<file path="src/rtl/pdmc_pkg.sv">
// pdmc_pkg: register map, field positions, reset values and serial frame constants
package pdmc_pkg;

  // register offsets within the master page (low address byte)
  localparam logic [7:0] ADDR_CORE_MASK_ONE = 8'h20;
  localparam logic [7:0] ADDR_BUF_MASK_ONE = 8'h21;
  localparam logic [7:0] ADDR_CORE_MASK_TWO = 8'h23;
  localparam logic [7:0] ADDR_BUF_MASK_TWO = 8'h24;
  localparam logic [7:0] ADDR_GLOBAL_CTRL = 8'h26;
  localparam logic [7:0] ADDR_INPUT_COUPLING = 8'h4f;
  localparam logic [7:0] ADDR_SYSREF_CTRL = 8'h53;
  localparam logic [7:0] ADDR_SYSREF_MANUAL = 8'h54;
  localparam logic [7:0] ADDR_MASK_APPLY = 8'h55;

  // field positions
  localparam int CORE_A_LSB = 4;
  localparam int CORE_B_LSB = 0;
  localparam int BUF_B_LSB = 6;
  localparam int BUF_A_LSB = 4;
  localparam int BIT_WHOLE_SLEEP = 7;
  localparam int BIT_PIN_IGNORE = 6;
  localparam int BIT_MASK_CHOICE = 5;
  localparam int BIT_MASK_APPLY = 4;
  localparam int BIT_CM_RAISE_OFF = 0;
  localparam int BIT_SYSREF_HIGH_CM = 1;
  localparam int BIT_SYSREF_LEVEL = 0;
  localparam int BIT_SYSREF_MANUAL = 7;

  // reset values
  localparam logic [7:0] RESET_BYTE = 8'h00;
  localparam logic [3:0] RESET_NIBBLE = 4'h0;
  localparam logic RESET_BIT = 1'b0;

  // buffer field code that powers both buffers of a channel down
  localparam logic [1:0] BUF_CODE_DOWN = 2'h3;

  // serial frame: 1 read flag, 15 address bits, 8 data bits
  localparam logic [4:0] CMD_LAST_BIT = 5'h0f;
  localparam logic [4:0] FRAME_LAST_BIT = 5'h17;
  localparam logic [6:0] PAGE_ZERO = 7'h00;

  // serial engine states
  typedef enum logic [2:0] {
    PDMC_IDLE = 3'b001,
    PDMC_CMD = 3'b010,
    PDMC_DATA = 3'b100
  } pdmc_spi_state_t;

endpackage

</file>
<file path="src/rtl/pdmc_spi_slave.sv">
// pdmc_spi_slave: serial register interface engine, sampled on the system clock
module pdmc_spi_slave
  import pdmc_pkg::*;
(
  input wire logic clock,
  input wire logic reset,
  input wire logic sen_n,
  input wire logic sclk,
  input wire logic sdin,
  output logic sdout,
  output logic [14:0] reg_addr,
  output logic [7:0] reg_wdata,
  output logic reg_we,
  input wire logic [7:0] reg_rdata
);

  logic sen_s1_reg, sen_s2_reg;
  logic sclk_s1_reg, sclk_s2_reg, sclk_d_reg;
  logic sdin_s1_reg, sdin_s2_reg;
  pdmc_spi_state_t state_reg;
  logic [4:0] bit_cnt_reg;
  logic [14:0] shift_reg;
  logic read_reg;
  logic load_reg;
  logic [7:0] out_reg;
  logic sdout_reg;
  logic we_reg;
  logic [7:0] wdata_reg;
  logic [14:0] addr_reg;

  // pins come from another domain; edges are taken only between second and third flop
  always_ff @(posedge clock) begin
    if (reset) begin
      sen_s1_reg <= 1'b1;
      sen_s2_reg <= 1'b1;
      sclk_s1_reg <= 1'b0;
      sclk_s2_reg <= 1'b0;
      sclk_d_reg <= 1'b0;
      sdin_s1_reg <= 1'b0;
      sdin_s2_reg <= 1'b0;
    end else begin
      sen_s1_reg <= sen_n;
      sen_s2_reg <= sen_s1_reg;
      sclk_s1_reg <= sclk;
      sclk_s2_reg <= sclk_s1_reg;
      sclk_d_reg <= sclk_s2_reg;
      sdin_s1_reg <= sdin;
      sdin_s2_reg <= sdin_s1_reg;
    end
  end

  // edge decode on synchronised serial clock
  wire sclk_rise = sclk_s2_reg & ~sclk_d_reg;
  wire sclk_fall = ~sclk_s2_reg & sclk_d_reg;
  wire selected = ~sen_s2_reg;
  wire cmd_done = sclk_rise & (bit_cnt_reg == CMD_LAST_BIT);
  wire frame_done = sclk_rise & (bit_cnt_reg == FRAME_LAST_BIT);

  // frame sequencer; deselect aborts any partial frame, so a short frame writes nothing
  always_ff @(posedge clock) begin
    if (reset || !selected) begin
      state_reg <= PDMC_IDLE;
      bit_cnt_reg <= 5'h00;
      shift_reg <= 15'h0000;
      we_reg <= 1'b0;
      load_reg <= 1'b0;
    end else begin
      we_reg <= 1'b0;
      load_reg <= cmd_done & shift_reg[14];
      if (sclk_rise && !state_reg[0]) begin
        shift_reg <= {shift_reg[13:0], sdin_s2_reg};
        bit_cnt_reg <= bit_cnt_reg + 5'h01;
      end
      unique case (state_reg)
        PDMC_IDLE: begin
          // a finished frame parks the count on its last bit, so trailing bits cannot open a second frame
          if (sclk_rise && (bit_cnt_reg == 5'h00)) begin
            shift_reg <= {shift_reg[13:0], sdin_s2_reg};
            bit_cnt_reg <= 5'h01;
            state_reg <= PDMC_CMD;
          end
        end
        PDMC_CMD: begin
          if (cmd_done) begin
            state_reg <= PDMC_DATA;
          end
        end
        PDMC_DATA: begin
          if (frame_done) begin
            we_reg <= ~read_reg;
            state_reg <= PDMC_IDLE;
            bit_cnt_reg <= FRAME_LAST_BIT;
          end
        end
      endcase
    end
  end

  // command capture and write data
  always_ff @(posedge clock) begin
    if (reset) begin
      addr_reg <= 15'h0000;
      read_reg <= 1'b0;
      wdata_reg <= 8'h00;
    end else if (selected && cmd_done) begin
      addr_reg <= {shift_reg[13:0], sdin_s2_reg};
      read_reg <= shift_reg[14];
    end else if (selected && frame_done) begin
      wdata_reg <= {shift_reg[6:0], sdin_s2_reg};
    end
  end

  // read data loads one clock after the address settles, shifts out on falling edges
  always_ff @(posedge clock) begin
    if (reset || !selected) begin
      out_reg <= 8'h00;
      sdout_reg <= 1'b0;
    end else if (load_reg) begin
      out_reg <= reg_rdata;
    end else if (sclk_fall && read_reg && state_reg == PDMC_DATA) begin
      sdout_reg <= out_reg[7];
      out_reg <= {out_reg[6:0], 1'b0};
    end
  end

  assign sdout = sdout_reg;
  assign reg_addr = addr_reg;
  assign reg_wdata = wdata_reg;
  assign reg_we = we_reg;

endmodule

</file>
<file path="src/rtl/pdmc_top.sv">
// pdmc_top: power-down mask, global power-down, coupling and sysref control registers
module pdmc_top
  import pdmc_pkg::*;
(
  input wire logic clock,
  input wire logic reset,
  input wire logic sen_n,
  input wire logic sclk,
  input wire logic sdin,
  output logic sdout,
  input wire logic sleep_pin,
  input wire logic sysref_pin,
  output logic [3:0] core_sleep_chan_a,
  output logic [3:0] core_sleep_chan_b,
  output logic [1:0] buffer_sleep_chan_a,
  output logic [1:0] buffer_sleep_chan_b,
  output logic whole_device_sleep,
  output logic input_cm_raise_off,
  output logic sysref_high_cm_enable,
  output logic sysref_internal
);

  logic [14:0] reg_addr;
  logic [7:0] reg_wdata;
  logic reg_we;
  logic [7:0] reg_rdata;

  logic [7:0] core_mask_one_reg, core_mask_two_reg;
  logic [3:0] buf_mask_one_reg, buf_mask_two_reg;
  logic whole_sleep_reg, pin_ignore_reg, mask_choice_reg, mask_apply_reg;
  logic cm_raise_off_reg, sysref_high_cm_reg, sysref_level_reg, sysref_manual_reg;
  logic sleep_s1_reg, sleep_s2_reg, sysref_s1_reg, sysref_s2_reg;
  logic [3:0] core_a_out_reg, core_b_out_reg;
  logic [1:0] buf_a_out_reg, buf_b_out_reg;
  logic whole_out_reg, cm_out_reg, sysref_hc_out_reg, sysref_out_reg;

  // buffer field decode; the unusable codes 01 and 10 leave the buffers running
  function automatic logic buf_down(input logic [1:0] code);
    buf_down = (code == BUF_CODE_DOWN);
  endfunction

  // address decode; upper address bits must be zero to hit the master page
  function automatic logic hit(input logic [14:0] addr, input logic [7:0] offset);
    hit = (addr[14:8] == PAGE_ZERO) && (addr[7:0] == offset);
  endfunction

  pdmc_spi_slave u_spi (
    .clock(clock),
    .reset(reset),
    .sen_n(sen_n),
    .sclk(sclk),
    .sdin(sdin),
    .sdout(sdout),
    .reg_addr(reg_addr),
    .reg_wdata(reg_wdata),
    .reg_we(reg_we),
    .reg_rdata(reg_rdata)
  );

  // external pins are asynchronous to clock
  always_ff @(posedge clock) begin
    if (reset) begin
      sleep_s1_reg <= 1'b0;
      sleep_s2_reg <= 1'b0;
      sysref_s1_reg <= 1'b0;
      sysref_s2_reg <= 1'b0;
    end else begin
      sleep_s1_reg <= sleep_pin;
      sleep_s2_reg <= sleep_s1_reg;
      sysref_s1_reg <= sysref_pin;
      sysref_s2_reg <= sysref_s1_reg;
    end
  end

  // write strobes per register
  wire we_core_one = reg_we & hit(reg_addr, ADDR_CORE_MASK_ONE);
  wire we_buf_one = reg_we & hit(reg_addr, ADDR_BUF_MASK_ONE);
  wire we_core_two = reg_we & hit(reg_addr, ADDR_CORE_MASK_TWO);
  wire we_buf_two = reg_we & hit(reg_addr, ADDR_BUF_MASK_TWO);
  wire we_global = reg_we & hit(reg_addr, ADDR_GLOBAL_CTRL);
  wire we_coupling = reg_we & hit(reg_addr, ADDR_INPUT_COUPLING);
  wire we_sysref = reg_we & hit(reg_addr, ADDR_SYSREF_CTRL);
  wire we_sysref_man = reg_we & hit(reg_addr, ADDR_SYSREF_MANUAL);
  wire we_apply = reg_we & hit(reg_addr, ADDR_MASK_APPLY);

  // global gated
  // the global bit only accepts a write once the pin ignore bit is already set
  wire whole_sleep_next = (we_global && pin_ignore_reg) ? reg_wdata[BIT_WHOLE_SLEEP] : whole_sleep_reg;

  always_ff @(posedge clock) begin
    if (reset) begin
      core_mask_one_reg <= RESET_BYTE;
      buf_mask_one_reg <= RESET_NIBBLE;
    end else begin
      if (we_core_one) begin
        core_mask_one_reg <= reg_wdata;
      end
      if (we_buf_one) begin
        buf_mask_one_reg <= reg_wdata[7:4];
      end
    end
  end

  always_ff @(posedge clock) begin
    if (reset) begin
      core_mask_two_reg <= RESET_BYTE;
      buf_mask_two_reg <= RESET_NIBBLE;
    end else begin
      if (we_core_two) begin
        core_mask_two_reg <= reg_wdata;
      end
      if (we_buf_two) begin
        buf_mask_two_reg <= {reg_wdata[BUF_B_LSB+1:BUF_B_LSB], reg_wdata[BUF_A_LSB+1:BUF_A_LSB]};
      end
    end
  end

  // reserved dropped
  // only documented bits are stored, so reserved positions cannot hold anything but zero
  always_ff @(posedge clock) begin
    if (reset) begin
      whole_sleep_reg <= RESET_BIT;
      pin_ignore_reg <= RESET_BIT;
      mask_choice_reg <= RESET_BIT;
      mask_apply_reg <= RESET_BIT;
      cm_raise_off_reg <= RESET_BIT;
      sysref_high_cm_reg <= RESET_BIT;
      sysref_level_reg <= RESET_BIT;
      sysref_manual_reg <= RESET_BIT;
    end else begin
      whole_sleep_reg <= whole_sleep_next;
      if (we_global) begin
        pin_ignore_reg <= reg_wdata[BIT_PIN_IGNORE];
        mask_choice_reg <= reg_wdata[BIT_MASK_CHOICE];
      end
      if (we_apply) begin
        mask_apply_reg <= reg_wdata[BIT_MASK_APPLY];
      end
      if (we_coupling) begin
        cm_raise_off_reg <= reg_wdata[BIT_CM_RAISE_OFF];
      end
      if (we_sysref) begin
        sysref_high_cm_reg <= reg_wdata[BIT_SYSREF_HIGH_CM];
        sysref_level_reg <= reg_wdata[BIT_SYSREF_LEVEL];
      end
      if (we_sysref_man) begin
        sysref_manual_reg <= reg_wdata[BIT_SYSREF_MANUAL];
      end
    end
  end

  wire [7:0] sel_core = mask_choice_reg ? core_mask_two_reg : core_mask_one_reg;
  wire [3:0] sel_buf = mask_choice_reg ? buf_mask_two_reg : buf_mask_one_reg;

  wire [7:0] act_core = mask_apply_reg ? sel_core : 8'h00;
  wire [3:0] act_buf = mask_apply_reg ? sel_buf : 4'h0;

  wire buf_a_off = buf_down(act_buf[1:0]);
  wire buf_b_off = buf_down(act_buf[3:2]);

  wire whole_sleep = pin_ignore_reg ? whole_sleep_reg : sleep_s2_reg;

  // cores follow buffer
  // whole-device sleep also forces every block down so the outputs tell one story
  wire [3:0] core_a_next = act_core[CORE_A_LSB+3:CORE_A_LSB] | {4{buf_a_off}} | {4{whole_sleep}};
  wire [3:0] core_b_next = act_core[CORE_B_LSB+3:CORE_B_LSB] | {4{buf_b_off}} | {4{whole_sleep}};
  wire [1:0] buf_a_next = {2{buf_a_off | whole_sleep}};
  wire [1:0] buf_b_next = {2{buf_b_off | whole_sleep}};

  wire sysref_next = sysref_manual_reg ? sysref_level_reg : sysref_s2_reg;

  // output flops; one clock of latency after any register change, three after a pin change through its two-flop synchroniser
  always_ff @(posedge clock) begin
    if (reset) begin
      core_a_out_reg <= RESET_NIBBLE;
      core_b_out_reg <= RESET_NIBBLE;
      buf_a_out_reg <= 2'h0;
      buf_b_out_reg <= 2'h0;
      whole_out_reg <= RESET_BIT;
      cm_out_reg <= RESET_BIT;
      sysref_hc_out_reg <= RESET_BIT;
      sysref_out_reg <= RESET_BIT;
    end else begin
      core_a_out_reg <= core_a_next;
      core_b_out_reg <= core_b_next;
      buf_a_out_reg <= buf_a_next;
      buf_b_out_reg <= buf_b_next;
      whole_out_reg <= whole_sleep;
      cm_out_reg <= cm_raise_off_reg;
      sysref_hc_out_reg <= sysref_high_cm_reg;
      sysref_out_reg <= sysref_next;
    end
  end

  // reserved read zero
  // readback: unmapped addresses read zero
  assign reg_rdata =
    hit(reg_addr, ADDR_CORE_MASK_ONE) ? core_mask_one_reg :
    hit(reg_addr, ADDR_BUF_MASK_ONE) ? {buf_mask_one_reg, 4'h0} :
    hit(reg_addr, ADDR_CORE_MASK_TWO) ? core_mask_two_reg :
    hit(reg_addr, ADDR_BUF_MASK_TWO) ? {buf_mask_two_reg, 4'h0} :
    hit(reg_addr, ADDR_GLOBAL_CTRL) ? {whole_sleep_reg, pin_ignore_reg, mask_choice_reg, 5'h00} :
    hit(reg_addr, ADDR_INPUT_COUPLING) ? {7'h00, cm_raise_off_reg} :
    hit(reg_addr, ADDR_SYSREF_CTRL) ? {6'h00, sysref_high_cm_reg, sysref_level_reg} :
    hit(reg_addr, ADDR_SYSREF_MANUAL) ? {sysref_manual_reg, 7'h00} :
    hit(reg_addr, ADDR_MASK_APPLY) ? {3'h0, mask_apply_reg, 4'h0} :
    8'h00;

  assign core_sleep_chan_a = core_a_out_reg;
  assign core_sleep_chan_b = core_b_out_reg;
  assign buffer_sleep_chan_a = buf_a_out_reg;
  assign buffer_sleep_chan_b = buf_b_out_reg;
  assign whole_device_sleep = whole_out_reg;
  assign input_cm_raise_off = cm_out_reg;
  assign sysref_high_cm_enable = sysref_hc_out_reg;
  assign sysref_internal = sysref_out_reg;

endmodule

</file>
<file path="config.mk">
export PLATFORM = sky130hd
export DESIGN_NAME = pdmc_top
export DESIGN_NICKNAME = d
export VERILOG_FILES = /design/src/rtl/pdmc_pkg.sv /design/src/rtl/pdmc_spi_slave.sv /design/src/rtl/pdmc_top.sv
export SDC_FILE = /design/constraint.sdc
export NUM_CORES = 1
export LEC_CHECK = 0
export BUFFER_PORTS_ARGS = -buffer_cell sky130_fd_sc_hd__buf_2
export CORE_MARGIN = 1.5
export CORE_UTILIZATION = 30
export DETAILED_ROUTE_END_ITERATION = 8
export MAX_ROUTING_LAYER = met4
export PLACE_DENSITY = 0.54
export RECOVER_POWER = 50
export SLEW_MARGIN = 0
export SYNTH_ARGS = -nofsm -noshare
export SYNTH_HDL_FRONTEND = slang
export SYNTH_SLANG_ARGS = --single-unit
</file>
<file path="constraint.sdc">
create_clock -name clock -period 2 [get_ports clock]
set_clock_uncertainty 0.1 [all_clocks]
set_input_delay 0.2 -clock clock [delete_from_list [all_inputs] [get_ports clock]]
set_output_delay 0.2 -clock clock [all_outputs]
set_load 0.05 [all_outputs]
</file>
==> results of run 1 <==
per-layer routing:
metal  wire length [um]  vias up  GRT usage [%]
met4                263        0           6.27
met1               5280     1798           17.4
met5                  0        -              -
met3                442       21           4.47
li1                   -     1920              -
met2               5160       62           22.5
worst reg2reg max path: cells and delay by family (launching register included):
kind / cells / cell delay, ns
buffers and inverters: 1 / 0.17
AOI/OAI and AO/OA: 1 / 0.07
adders and majority gates: 2 / 0.37
and+or+nand+nor: 4 / 0.69
DFF: 1 / 0.33
cells in the mapped netlist (all sizes together) (2+ instances only):
| cell | n | area [sq um] |
|---|---|---|
| a31oi | 6 | 37.5 |
| nor4 | 3 | 46.3 |
| a31o | 2 | 17.5 |
| or2 | 4 | 25.0 |
| a21oi | 33 | 165 |
| xnor2 | 2 | 17.5 |
| nand3 | 30 | 175 |
| nand4 | 6 | 43.8 |
| and4 | 2 | 17.5 |
| nand3b | 4 | 30.0 |
| mux2i | 54 | 541 |
| clkbuf | 23 | 86.3 |
| or4 | 2 | 22.5 |
| nand2b | 3 | 18.8 |
| nand4b | 2 | 17.5 |
| nor3b | 5 | 57.6 |
| a21boi | 3 | 22.5 |
| nor3 | 7 | 35.0 |
| nor2b | 14 | 87.6 |
| a22o | 3 | 26.3 |
| a211oi | 2 | 20.0 |
| inv | 9 | 33.8 |
| and3 | 3 | 18.8 |
| nor2 | 51 | 201 |
| buf | 10 | 61.3 |
| dfxtp | 115 | 2300 |
| and3b | 2 | 17.5 |
| a221oi | 2 | 23.8 |
| mux2 | 2 | 22.5 |
| ha | 3 | 37.5 |
| nand2 | 67 | 251 |
| o21ai | 39 | 195 |
| and2 | 3 | 18.8 |
final timing paths:
check	from	to	slack [ns]	depth (start not counted)
min	u_spi.sen_s1_reg$_SDFF_PP1_	u_spi.sen_s2_reg$_SDFF_PP1_	0.32	1
min reg2reg	u_spi.sen_s1_reg$_SDFF_PP1_	u_spi.sen_s2_reg$_SDFF_PP1_	0.32	1
max reg2reg	u_spi.bit_cnt_reg[0]$_SDFF_PP0_	u_spi.reg_addr[1]$_SDFFE_PP0P_	0.11	8
max	u_spi.bit_cnt_reg[0]$_SDFF_PP0_	u_spi.reg_addr[1]$_SDFFE_PP0P_	0.11	8
per-stage QoR:
step           instance area [sq um]  utilization (%)  cells  hold slack, ns  setup slack (ns)
2_1_floorplan                   4820                -    530           0.204            0.0229
3_3_place_gp                    5240             33.2    757           0.283            0.0859
3_5_place_dp                    5240             33.2    757           0.288            0.0491
4_1_cts                         5920             37.5    795           0.322            0.0222
5_1_grt                         5900             37.4    796           0.336            0.0109
6_report                        5900             37.4    796           0.315             0.108
final cells by class:
| class | count | area, sq um | area share, % |
|---|---|---|---|
| Clock buffer | 22 | 494 | 8.38 |
| Clock inverter | 10 | 128 | 2.16 |
| Inverter | 9 | 33.8 | 0.573 |
| Multi-Input combinational cell | 373 | 2340 | 39.7 |
| Sequential cell | 115 | 2300 | 39.1 |
| Tap cell | 216 | 270 | 4.58 |
| Timing Repair Buffer | 51 | 328 | 5.56 |
cell families (layout without fill, tap and decap cells):
family	count (synthesis)	in the layout
AOI/OAI and AO/OA	96	96
xor gates and xnor gates	3	3
adders and majority gates	3	3
buffers and inverters	42	92
DFF	115	115
muxes	56	56
and+or+nand+nor	215	215
report_power, final:
group | switching (mW) | leakage (nW) | internal [mW]
Combinational | 0.0810 | 0.897 | 0.0313
Sequential | 0.00779 | 0.930 | 2.31
Clock | 1.03 | 0.311 | 2.11
repair_timing:
| item | in CTS | in global routing |
|---|---|---|
| hold buffers | 6 | 0 |
| setup endpoints to repair | 0 | 45 |
| buffers inserted | 0 | 1 |
| hold endpoints to repair | 8 | 0 |
| resized for setup | 0 | 10 |
==> qor.yml, run 1 <==
drc: 0
cp-start-kind: "flip-flop"
synth-seq-cells: 115
worst-path-max-fanout: 16
antenna_found_initial: 0
setup_viol: 0
slowest_delay_ns: 0.33
grtUsageTotal_pct: 14.5
fin_crit_sh_pct: 94.6
core-area_sq_um: 15800
insertion_delay_ns: 0.42
routed_wl_mm: 11.1
synth_area_per_cell_sq_um: 9.09
grt_pass1_wl_mm: 18.0
synth-adder-area-share_pct: 0.779
overflow: 0
fp.dieW_um: 130
synth-edff-count: 0
chipHeight_um: 130
path_buf_inv: 1
crit_chain: "ha_2, and3_1, ha_2, nand3b_1, buf_4, or2_4, nand2_1, a21oi_1"
clk_pin_slew_ns: 0.06
syn_area_sq_um: 4820
ir_drop_mv: 0.622
rsz0062_at_grt: "false"
slew-limit-headroom_pct: 48.6
avgViaCountPerCell: 4.78
cp-end-kind: "flip-flop"
cp_data_arrival_time_ns: 2.06
fmax_ghz: 0.529
synth_cell_type_count: 60
cts_root_buffer: "clkbuf_16"
drv_cap: 0
min_period_ns: 1.89
cts_tree: "built"
final_max_slew_viol_count: 0
synthXorXnorAreaFrac_pct: 0.545
io_buffers: 23
cts_buffers: 17
htreeDepth: 4
synth_compound_area_share_pct: 11.5
synth-simple-area-share_pct: 23.9
crit_type: "reg2reg"
initial_utilization_pct: 30.6
core.rowCount: 46
diodes: 0
cts_sinks: 115
power_mw: 5.56
final.setup.tns_ns: 0
crit_top_cell: "ha_2"
dpl.hpwl_mm: 7.79
critPathRequiredTime_ns: 2.16
powerDensity_nw_per_um2: 943
yosys_warnings: 0
ant_nets: 0
cp_top_family: "simple AND/OR/NAND/NOR gates"
syn_inst: 530
finalNetCount: 577
dr.pass1.iters: 4
status: "finished clean"
final_cell_mix: "113 x dfxtp_1, 67 x nand2_1, 54 x mux2i_1, 49 x nor2_1, 38 x o21ai_0"
tightest_slew_ns: 0.771
die-area_sq_um: 16800
synth_top_family_by_area: "simple AND/OR/NAND/NOR gates"
fill_cells: 1609
synth_ff_type: "dfxtp_1"
final_common_cell: "dfxtp_1"
leakagePower_nw: 2.14
grt_max_degree: 67
hold_viol: 0
vias: 3801
pin_count: 24
async_reset_ff_share_pct: 0
seq_area_frac_synth_pct: 47.8
syn_nets: 540
layout-drive-gt1-share_pct: 15.7
avgRoutedWirePerCell_um: 14.0
grt_pass1_vias: 3647
gp_congestion: 0.847
clockBufferDepth: 2
syn_to_final_growth_pct: 22.4
crit_slowest_cell: "dfxtp_1"
synth.area.mux_share_pct: 11.7
hold_path_class: "reg2reg"
drt_iter0_markers: 201
No activity file was read; power rests on OpenSTA's default activity.
==> run 2: changes to the inputs <==
--- a/config.mk
+++ b/config.mk
@@ -6,11 +6,13 @@
 export NUM_CORES = 1
 export LEC_CHECK = 0
 export BUFFER_PORTS_ARGS = -buffer_cell sky130_fd_sc_hd__buf_2
+export CELL_PAD_IN_SITES_DETAIL_PLACEMENT = 1
+export CELL_PAD_IN_SITES_GLOBAL_PLACEMENT = 1
 export CORE_MARGIN = 1.5
 export CORE_UTILIZATION = 30
 export DETAILED_ROUTE_END_ITERATION = 8
 export MAX_ROUTING_LAYER = met4
-export PLACE_DENSITY = 0.54
+export PLACE_DENSITY = 0.64
 export RECOVER_POWER = 50
 export SLEW_MARGIN = 0
 export SYNTH_ARGS = -nofsm -noshare
==> qor.yml, run 2 (synthesized netlist as in run 1, its figures left out) <==
status: "finished clean"  # unchanged
layout-drive-gt1-share_pct: 14.7  # was 15.7%
chipHeight_um: 130  # unchanged
dpl.hpwl_mm: 8.78  # was 7.79 mm
cts_buffers: 17  # unchanged
leakagePower_nw: 2.12  # was 2.14 nW
fmax_ghz: 0.531  # was 0.529 GHz
multiInputGateArea_sq_um: 2360  # was 2340 sq um
cp_data_arrival_time_ns: 2.07  # was 2.06 ns
hold_viol: 0  # unchanged
place_area_sq_um: 5240  # about the same
power_mw: 5.35  # was 5.56 mW
post-route-util_pct: 37.1  # was 37.4%
tightest_slew_ns: 0.910  # was 0.771 ns
sw_frac_of_total_pct: 20.6  # was 20.0%
critPathRequiredTime_ns: 2.19  # was 2.16 ns
fill_cells: 1830  # was 1609
power_switching_mw: 1.10  # was 1.11 mW
crit_type: "reg2reg"  # unchanged
cts_sinks: 115  # unchanged
grt_pass1_vias: 4012  # was 3647
gp_congestion: 0.787  # was 0.847
min_period_ns: 1.88  # was 1.89 ns
dr.pass1.iters: 4  # unchanged
grt_use_met3_pct: 3.81  # was 4.47%
powerDensity_nw_per_um2: 912  # was 943 nW/um^2
io_buffers: 23  # unchanged
cp-end-kind: "flip-flop"  # unchanged
fp.dieW_um: 130  # unchanged
cp-start-kind: "flip-flop"  # unchanged
grt_pass1_wl_mm: 20.1  # was 18.0 mm
clock_power_share_pct: 54.5  # was 56.3%
routed_wl_mm: 12.6  # was 11.1 mm
holdWs_ns: 0.139  # was 0.315 ns
clk_pin_slew_ns: 0.05  # was 0.06 ns
hold_path_class: "in2reg"  # was reg2reg
avgViaCountPerCell: 4.90  # was 4.78
p_seq_share_pct: 43.4  # was 41.7%
top_usage_layer: "met2"  # unchanged
fin_area_sq_um: 5860  # was 5900 sq um
vias: 3890  # was 3801
p_int_mw: 4.24  # was 4.45 mW
fin_crit_sh_pct: 94.2  # was 94.6%
syn_to_final_growth_pct: 21.6  # was 22.4%
diodes: 0  # unchanged
grt_max_degree: 34  # was 67
ff2ff_path_depth: 8  # unchanged
drv_cap: 0  # unchanged
final.setup.tns_ns: 0  # unchanged
ir_drop_mv: 0.588  # was 0.622 mV
pin_count: 24  # unchanged
worst-path-max-fanout: 8  # was 16
final_cell_mix: "114 x dfxtp_1, 67 x nand2_1, 54 x mux2i_1, 48 x nor2_1, 38 x o21ai_0"  # was 113 x dfxtp_1, 67 x nand2_1, 54 x mux2i_1, 49 x nor2_1, 38 x o21ai_0
grt_use_met1_pct: 18.5  # was 17.4%
seq_area_sq_um: 2300  # about the same
slew-limit-headroom_pct: 39.3  # was 48.6%
cts_root_buffer: "clkbuf_16"  # unchanged
drt_iter0_markers: 192  # was 201
core.rowCount: 46  # unchanged
final_common_cell: "dfxtp_1"  # unchanged
core-area_sq_um: 15800  # unchanged
setup_viol: 0  # unchanged
hold_start: "reset"  # was u_spi.sen_s1_reg$_SDFF_PP1_
clockBufferDepth: 2  # unchanged
ant_nets: 0  # unchanged
rr_startpoint: "u_spi.bit_cnt_reg[1]$_SDFF_PP0_"  # was u_spi.bit_cnt_reg[0]$_SDFF_PP0_
overflow: 0  # unchanged
grtUsageMet2_pct: 27.4  # was 22.5%
die-area_sq_um: 16800  # unchanged
hold_path_depth: 2  # was 1
cts_tree: "built"  # unchanged
p_comb_share_pct: 2.1  # was 2.0%
insertion_delay_ns: 0.42  # about the same
startpoint: "u_spi.bit_cnt_reg[1]$_SDFF_PP0_"  # was u_spi.bit_cnt_reg[0]$_SDFF_PP0_
antenna_found_initial: 0  # unchanged
drc: 0  # unchanged
grtUsageTotal_pct: 16.4  # was 14.5%
final_max_slew_viol_count: 0  # unchanged
finalNetCount: 578  # was 577
avgRoutedWirePerCell_um: 15.8  # was 14.0 um
htreeDepth: 4  # unchanged
initial_utilization_pct: 30.6  # unchanged
==> run 2: changes by cell type in the layout (fill, tap and decap cells not counted), moves of 2 or more <==
cell,change
clkbuf_1,+5
clkinv_2,-4
nor3b_2,+2
clkbuf_8,-2
==> run 2: repair_timing <==
item | 4_1_cts | 5_1_grt
hold endpoints to repair | 5 | 0
setup endpoints to repair | 0 | 40
buffers inserted | 0 | 2
hold buffers | 5 | 0
resized for setup | 0 | 5
==> run 2: cell type report <==
class	instances	share of cell area, %
tap	216	4.61
clock buffer	24	8.22
multi-input combinational	373	40.3
clock inverter	5	1.32
timing repair buffer	52	5.62
sequential	115	39.3
inverter	9	0.577
==> run 2: per-stage QoR <==
step	instances	setup WS [ns]
after global routing	794	-0.0282
final	794	0.115
after global placement	758	0.143
after detailed placement	758	0.0694
after floorplan	530	0.0229
after CTS	792	0.0374
==> run 2: worst paths after layout <==
path                                       endpoint  slack [ns]
setup reg to reg    u_spi.reg_wdata[6]$_SDFFE_PP0P_        0.12
setup / recovery    u_spi.reg_wdata[6]$_SDFFE_PP0P_        0.12
hold / removal    core_mask_two_reg[5]$_SDFFE_PP0P_        0.14
hold reg to reg         u_spi.sen_s2_reg$_SDFF_PP1_        0.31
==> run 2: power by group through the flow <==
stage	Clock, mW	Sequential (mW)	Combinational [mW]
floorplan	0	2.39	0.0539
global placement	0	2.37	0.107
detailed placement	0	2.37	0.109
CTS	2.97	2.32	0.116
global route	3.08	2.32	0.122
finish	2.91	2.32	0.112
==> run 2: critical path: stages (launching register included) <==
cell	delay, ns
dfxtp_2	0.33
ha_2	0.18
and3_1	0.18
ha_1	0.20
nand3b_1	0.12
and3b_2	0.22
buf_12	0.14
mux2i_1	0.21
nor2_1	0.07
==> run 2: routing by layer <==
metal	up-vias	share of wire [%]
met5	-	0
met4	0	2.5
met3	23	2.0
met2	36	50
met1	1897	45
li1	1934	-
==> run 3: changes to the inputs <==
--- a/config.mk
+++ b/config.mk
@@ -11,10 +11,12 @@
 export CORE_MARGIN = 1.5
 export CORE_UTILIZATION = 30
 export DETAILED_ROUTE_END_ITERATION = 8
+export HOLD_SLACK_MARGIN = 0.1
 export MAX_ROUTING_LAYER = met4
-export PLACE_DENSITY = 0.64
+export PLACE_DENSITY = 0.65
 export RECOVER_POWER = 50
 export SLEW_MARGIN = 0
 export SYNTH_ARGS = -nofsm -noshare
 export SYNTH_HDL_FRONTEND = slang
+export SYNTH_HIERARCHICAL = 1
 export SYNTH_SLANG_ARGS = --single-unit
==> constraint.sdc (replaced) <==
create_clock -name clock -period 1.6 [get_ports clock]
set_clock_uncertainty 0.1 [all_clocks]
set_input_delay 0.16 -clock clock [delete_from_list [all_inputs] [get_ports clock]]
set_output_delay 0.16 -clock clock [all_outputs]
set_load 0.05 [all_outputs]
==> qor.yml, run 3 <==
syn_inst: 565  # was 530
worst_slack_ns: -0.347  # was 0.115 ns
drt_iter0_markers: 262  # was 192
rr_endpoint: "u_spi/reg_wdata[5]$_SDFFE_PP0P_"  # was u_spi.reg_wdata[6]$_SDFFE_PP0P_
initial_utilization_pct: 31.0  # was 30.6%
avgRoutedWirePerCell_um: 19.7  # was 15.8 um
dr.pass1.iters: 4  # unchanged
crit_top_cell: "ha_4"
crit_type: "reg2reg"  # unchanged
synth-edff-count: 0  # unchanged
powerDensity_nw_per_um2: 846  # was 912 nW/um^2
startpoint: "u_spi/bit_cnt_reg[0]$_SDFF_PP0_"  # was u_spi.bit_cnt_reg[1]$_SDFF_PP0_
worst-path-max-fanout: 8  # unchanged
syn_to_final_growth_pct: 53.9  # was 21.6%
tightest_slew_ns: 0.666  # was 0.910 ns
slowest_delay_ns: 0.33  # about the same
ff2ff_path_depth: 8  # unchanged
cts_buffers: 17  # unchanged
dpl.hpwl_mm: 10.3  # was 8.78 mm
fp.dieW_um: 132  # was 130 um
synth_area_leaders: "dfxtp_1 46%, a21oi_1 6.3%, o21ai_0 6.2%, mux2i_1 5.8%, nand3_1 4.8%"  # was dfxtp_1 48%, mux2i_1 11%, nand2_1 5.2%, o21ai_0 3.9%, nor2_1 3.8%
cp-start-kind: "flip-flop"  # unchanged
rsz0062_at_grt: "true"
antenna_found_initial: 0  # unchanged
ir_drop_mv: 0.753  # was 0.588 mV
critPathRequiredTime_ns: 1.79  # was 2.19 ns
grtUsageTotal_pct: 20.3  # was 16.4%
synth_top_cell_area_share_pct: 46.3  # was 47.8%
hold_path_class: "reg2reg"  # was in2reg
finalNetCount: 706  # was 578
syn_area_sq_um: 4970  # was 4820 sq um
routed_wl_mm: 18.1  # was 12.6 mm
cts_root_buffer: "clkbuf_16"  # unchanged
overflow: 0  # unchanged
cp_data_arrival_time_ns: 2.14  # was 2.07 ns
crit_chain: "ha_4, and3_4, ha_4, and3b_2, nor4_4, buf_12, mux2i_1, nor2_1"  # was ha_2, and3_1, ha_1, nand3b_1, and3b_2, buf_12, mux2i_1, nor2_1
layout-drive-gt1-share_pct: 42.6  # was 14.7%
syn_nets: 575  # was 540
synth_cell_type_count: 60  # unchanged
finalNonFillerCells: 922  # was 794
final_max_slew_viol_count: 0  # unchanged
async_reset_ff_share_pct: 0  # unchanged
crit_slowest_cell: "dfxtp_2"  # unchanged
pin_count: 24  # unchanged
grt_pass1_vias: 5091  # was 4012
seq_area_frac_synth_pct: 46.3  # was 47.8%
fin_crit_sh_pct: 122  # was 94.2%
synth_top_cell_by_area: "dfxtp_1"  # unchanged
diodes: 0  # unchanged
rr_startpoint: "u_spi/bit_cnt_reg[0]$_SDFF_PP0_"  # was u_spi.bit_cnt_reg[1]$_SDFF_PP0_
synth-seq-cells: 115  # unchanged
r2r_setup_slack_ns: -0.35  # was 0.12 ns
vias: 4868  # was 3890
clockBufferDepth: 2  # unchanged
yosysMostFrequentCell: "dfxtp_1"  # unchanged
final.setup.tns_ns: -19.88  # was 0 ns
status: "finished, violations left"  # was finished clean
yosys_warnings: 6  # was 0
ant_nets: 0  # unchanged
core-area_sq_um: 16100  # was 15800 sq um
insertion_delay_ns: 0.42  # about the same
chipHeight_um: 132  # was 130 um
synth_ff_type: "dfxtp_1"  # unchanged
min_period_ns: 1.95  # was 1.88 ns
crit_path_end: "u_spi/reg_wdata[5]$_SDFFE_PP0P_"  # was u_spi.reg_wdata[6]$_SDFFE_PP0P_
die-area_sq_um: 17400  # was 16800 sq um
grt_max_degree: 39  # was 34
setup_viol: 89  # was 0
avgViaCountPerCell: 5.28  # was 4.90
dp_cells: 833  # was 758
final_cell_mix: "100 x dfxtp_1, 71 x buf_4, 53 x nand2_1, 42 x a21oi_1"  # was 114 x dfxtp_1, 67 x nand2_1, 54 x mux2i_1, 48 x nor2_1, 38 x o21ai_0
cp-end-kind: "flip-flop"  # unchanged
slew-limit-headroom_pct: 55.6  # was 39.3%
io_buffers: 23  # unchanged
clk_pin_slew_ns: 0.05  # about the same
cts_sinks: 115  # unchanged
htreeDepth: 4  # unchanged
gp_congestion: 0.823  # was 0.787
drv_cap: 0  # unchanged
core.rowCount: 46  # unchanged
grt_pass1_wl_mm: 26.7  # was 20.1 mm
violations: "setup timing"
fill_cells: 1779  # was 1830
yosys-top-cells-count: "115 x dfxtp_1, 63 x a21oi_1, 62 x o21ai_0"  # was 115 x dfxtp_1, 67 x nand2_1, 54 x mux2i_1
hold_viol: 0  # unchanged
final_common_cell: "dfxtp_1"  # unchanged
fmax_ghz: 0.514  # was 0.531 GHz
synth_area_per_cell_sq_um: 8.80  # was 9.09 sq um
cts_tree: "built"  # unchanged
leakagePower_nw: 2.72  # was 2.12 nW
drc: 0  # unchanged
run 3: cell count changes after synthesis, sizes merged, moves of 4 or more:
cell / before / now
buf: 10 / 15
nor2: 51 / 27
a22oi: 1 / 5
nand3: 30 / 48
a31oi: 6 / 2
inv: 9 / 13
nand2: 67 / 58
o21ai: 39 / 62
mux2i: 54 / 29
a21oi: 33 / 63
run 3: cell families after synthesis:
group                    count (synthesis)  share of synthesized area (%)
XOR/XNOR                                 3                          0.529
multiplexers                            34                           6.97
AO/OA/AOI/OAI                          149                           16.5
buffers and inverters                   52                           4.93
AND/OR/NAND/NOR                        209                           24.0
flip-flops                             115                           46.3
adder cells (fa/ha/maj)                  3                          0.755
run 3: layout make-up:
class | count | area [sq um] | share of cell area, %
Inverter | 13 | 48.8 | 0.638
Clock inverter | 5 | 30.0 | 0.392
Clock buffer | 24 | 492 | 6.43
Tap cell | 216 | 270 | 3.53
Timing Repair Buffer | 151 | 1470 | 19.2
Sequential cell | 115 | 2330 | 30.5
Multi-Input combinational cell | 398 | 3010 | 39.3
run 3: how the worst min path moves through the flow:
stage                                      startpoint                            to  slack [ns]  cells after the start
after floorplan                                 reset  u_spi/sdin_s2_reg$_SDFF_PP0_        0.13                      1
after global placement                          sen_n   u_spi/sen_s1_reg$_SDFF_PP1_        0.25                      2
after detailed placement                        sen_n   u_spi/sen_s1_reg$_SDFF_PP1_        0.25                      2
after CTS                 u_spi/sen_s1_reg$_SDFF_PP1_   u_spi/sen_s2_reg$_SDFF_PP1_        0.33                      1
after global routing      u_spi/sen_s1_reg$_SDFF_PP1_   u_spi/sen_s2_reg$_SDFF_PP1_        0.33                      1
final                     u_spi/sen_s1_reg$_SDFF_PP1_   u_spi/sen_s2_reg$_SDFF_PP1_        0.32                      1
run 3: layer usage:
layer	track usage [%]	vias up	wire [um]
li1	-	2299	-
met1	22.5	2443	7520
met3	5.00	40	575
met4	9.63	0	566
met2	34.3	86	9470
met5	-	-	0
run 3: worst max-delay path, delay by kind of cell (launching register included):
kind / cells / cell delay (ns)
adder cells (fa/ha/maj): 2 / 0.31
buffers and inverters: 1 / 0.18
flip-flops: 1 / 0.33
multiplexers: 1 / 0.21
AND/OR/NAND/NOR: 4 / 0.68
run 3: repair_timing:
| item | 4_1_cts | 5_1_grt |
|---|---|---|
| cloned | 7 | 3 |
| gates resized for setup | 87 | 121 |
| endpoints found under the setup margin | 88 | 93 |
| pin swaps | 58 | 47 |
| buffers inserted | 22 | 24 |
| hold buffers | 8 | 0 |
| endpoints found under the hold margin | 7 | 0 |
run 3: power by group:
group / switching, mW / internal, mW
Sequential: 0.0102 / 2.88
Clock: 1.26 / 2.10
Combinational: 0.130 / 0.0870
run 3: metrics by stage:
stage               util [%]  hold WS (ns)  area [sq um]  worst slack, ns  power (mW)
floorplan                  -         0.132          5110           -0.377        3.05
global placement        36.5         0.245          5860           -0.286        3.10
detailed placement      36.5         0.246          5860           -0.304        3.11
CTS                     44.4         0.325          7130           -0.303        6.53
global route            47.7         0.328          7650           -0.416        6.69
finish                  47.7         0.316          7650           -0.347        6.47
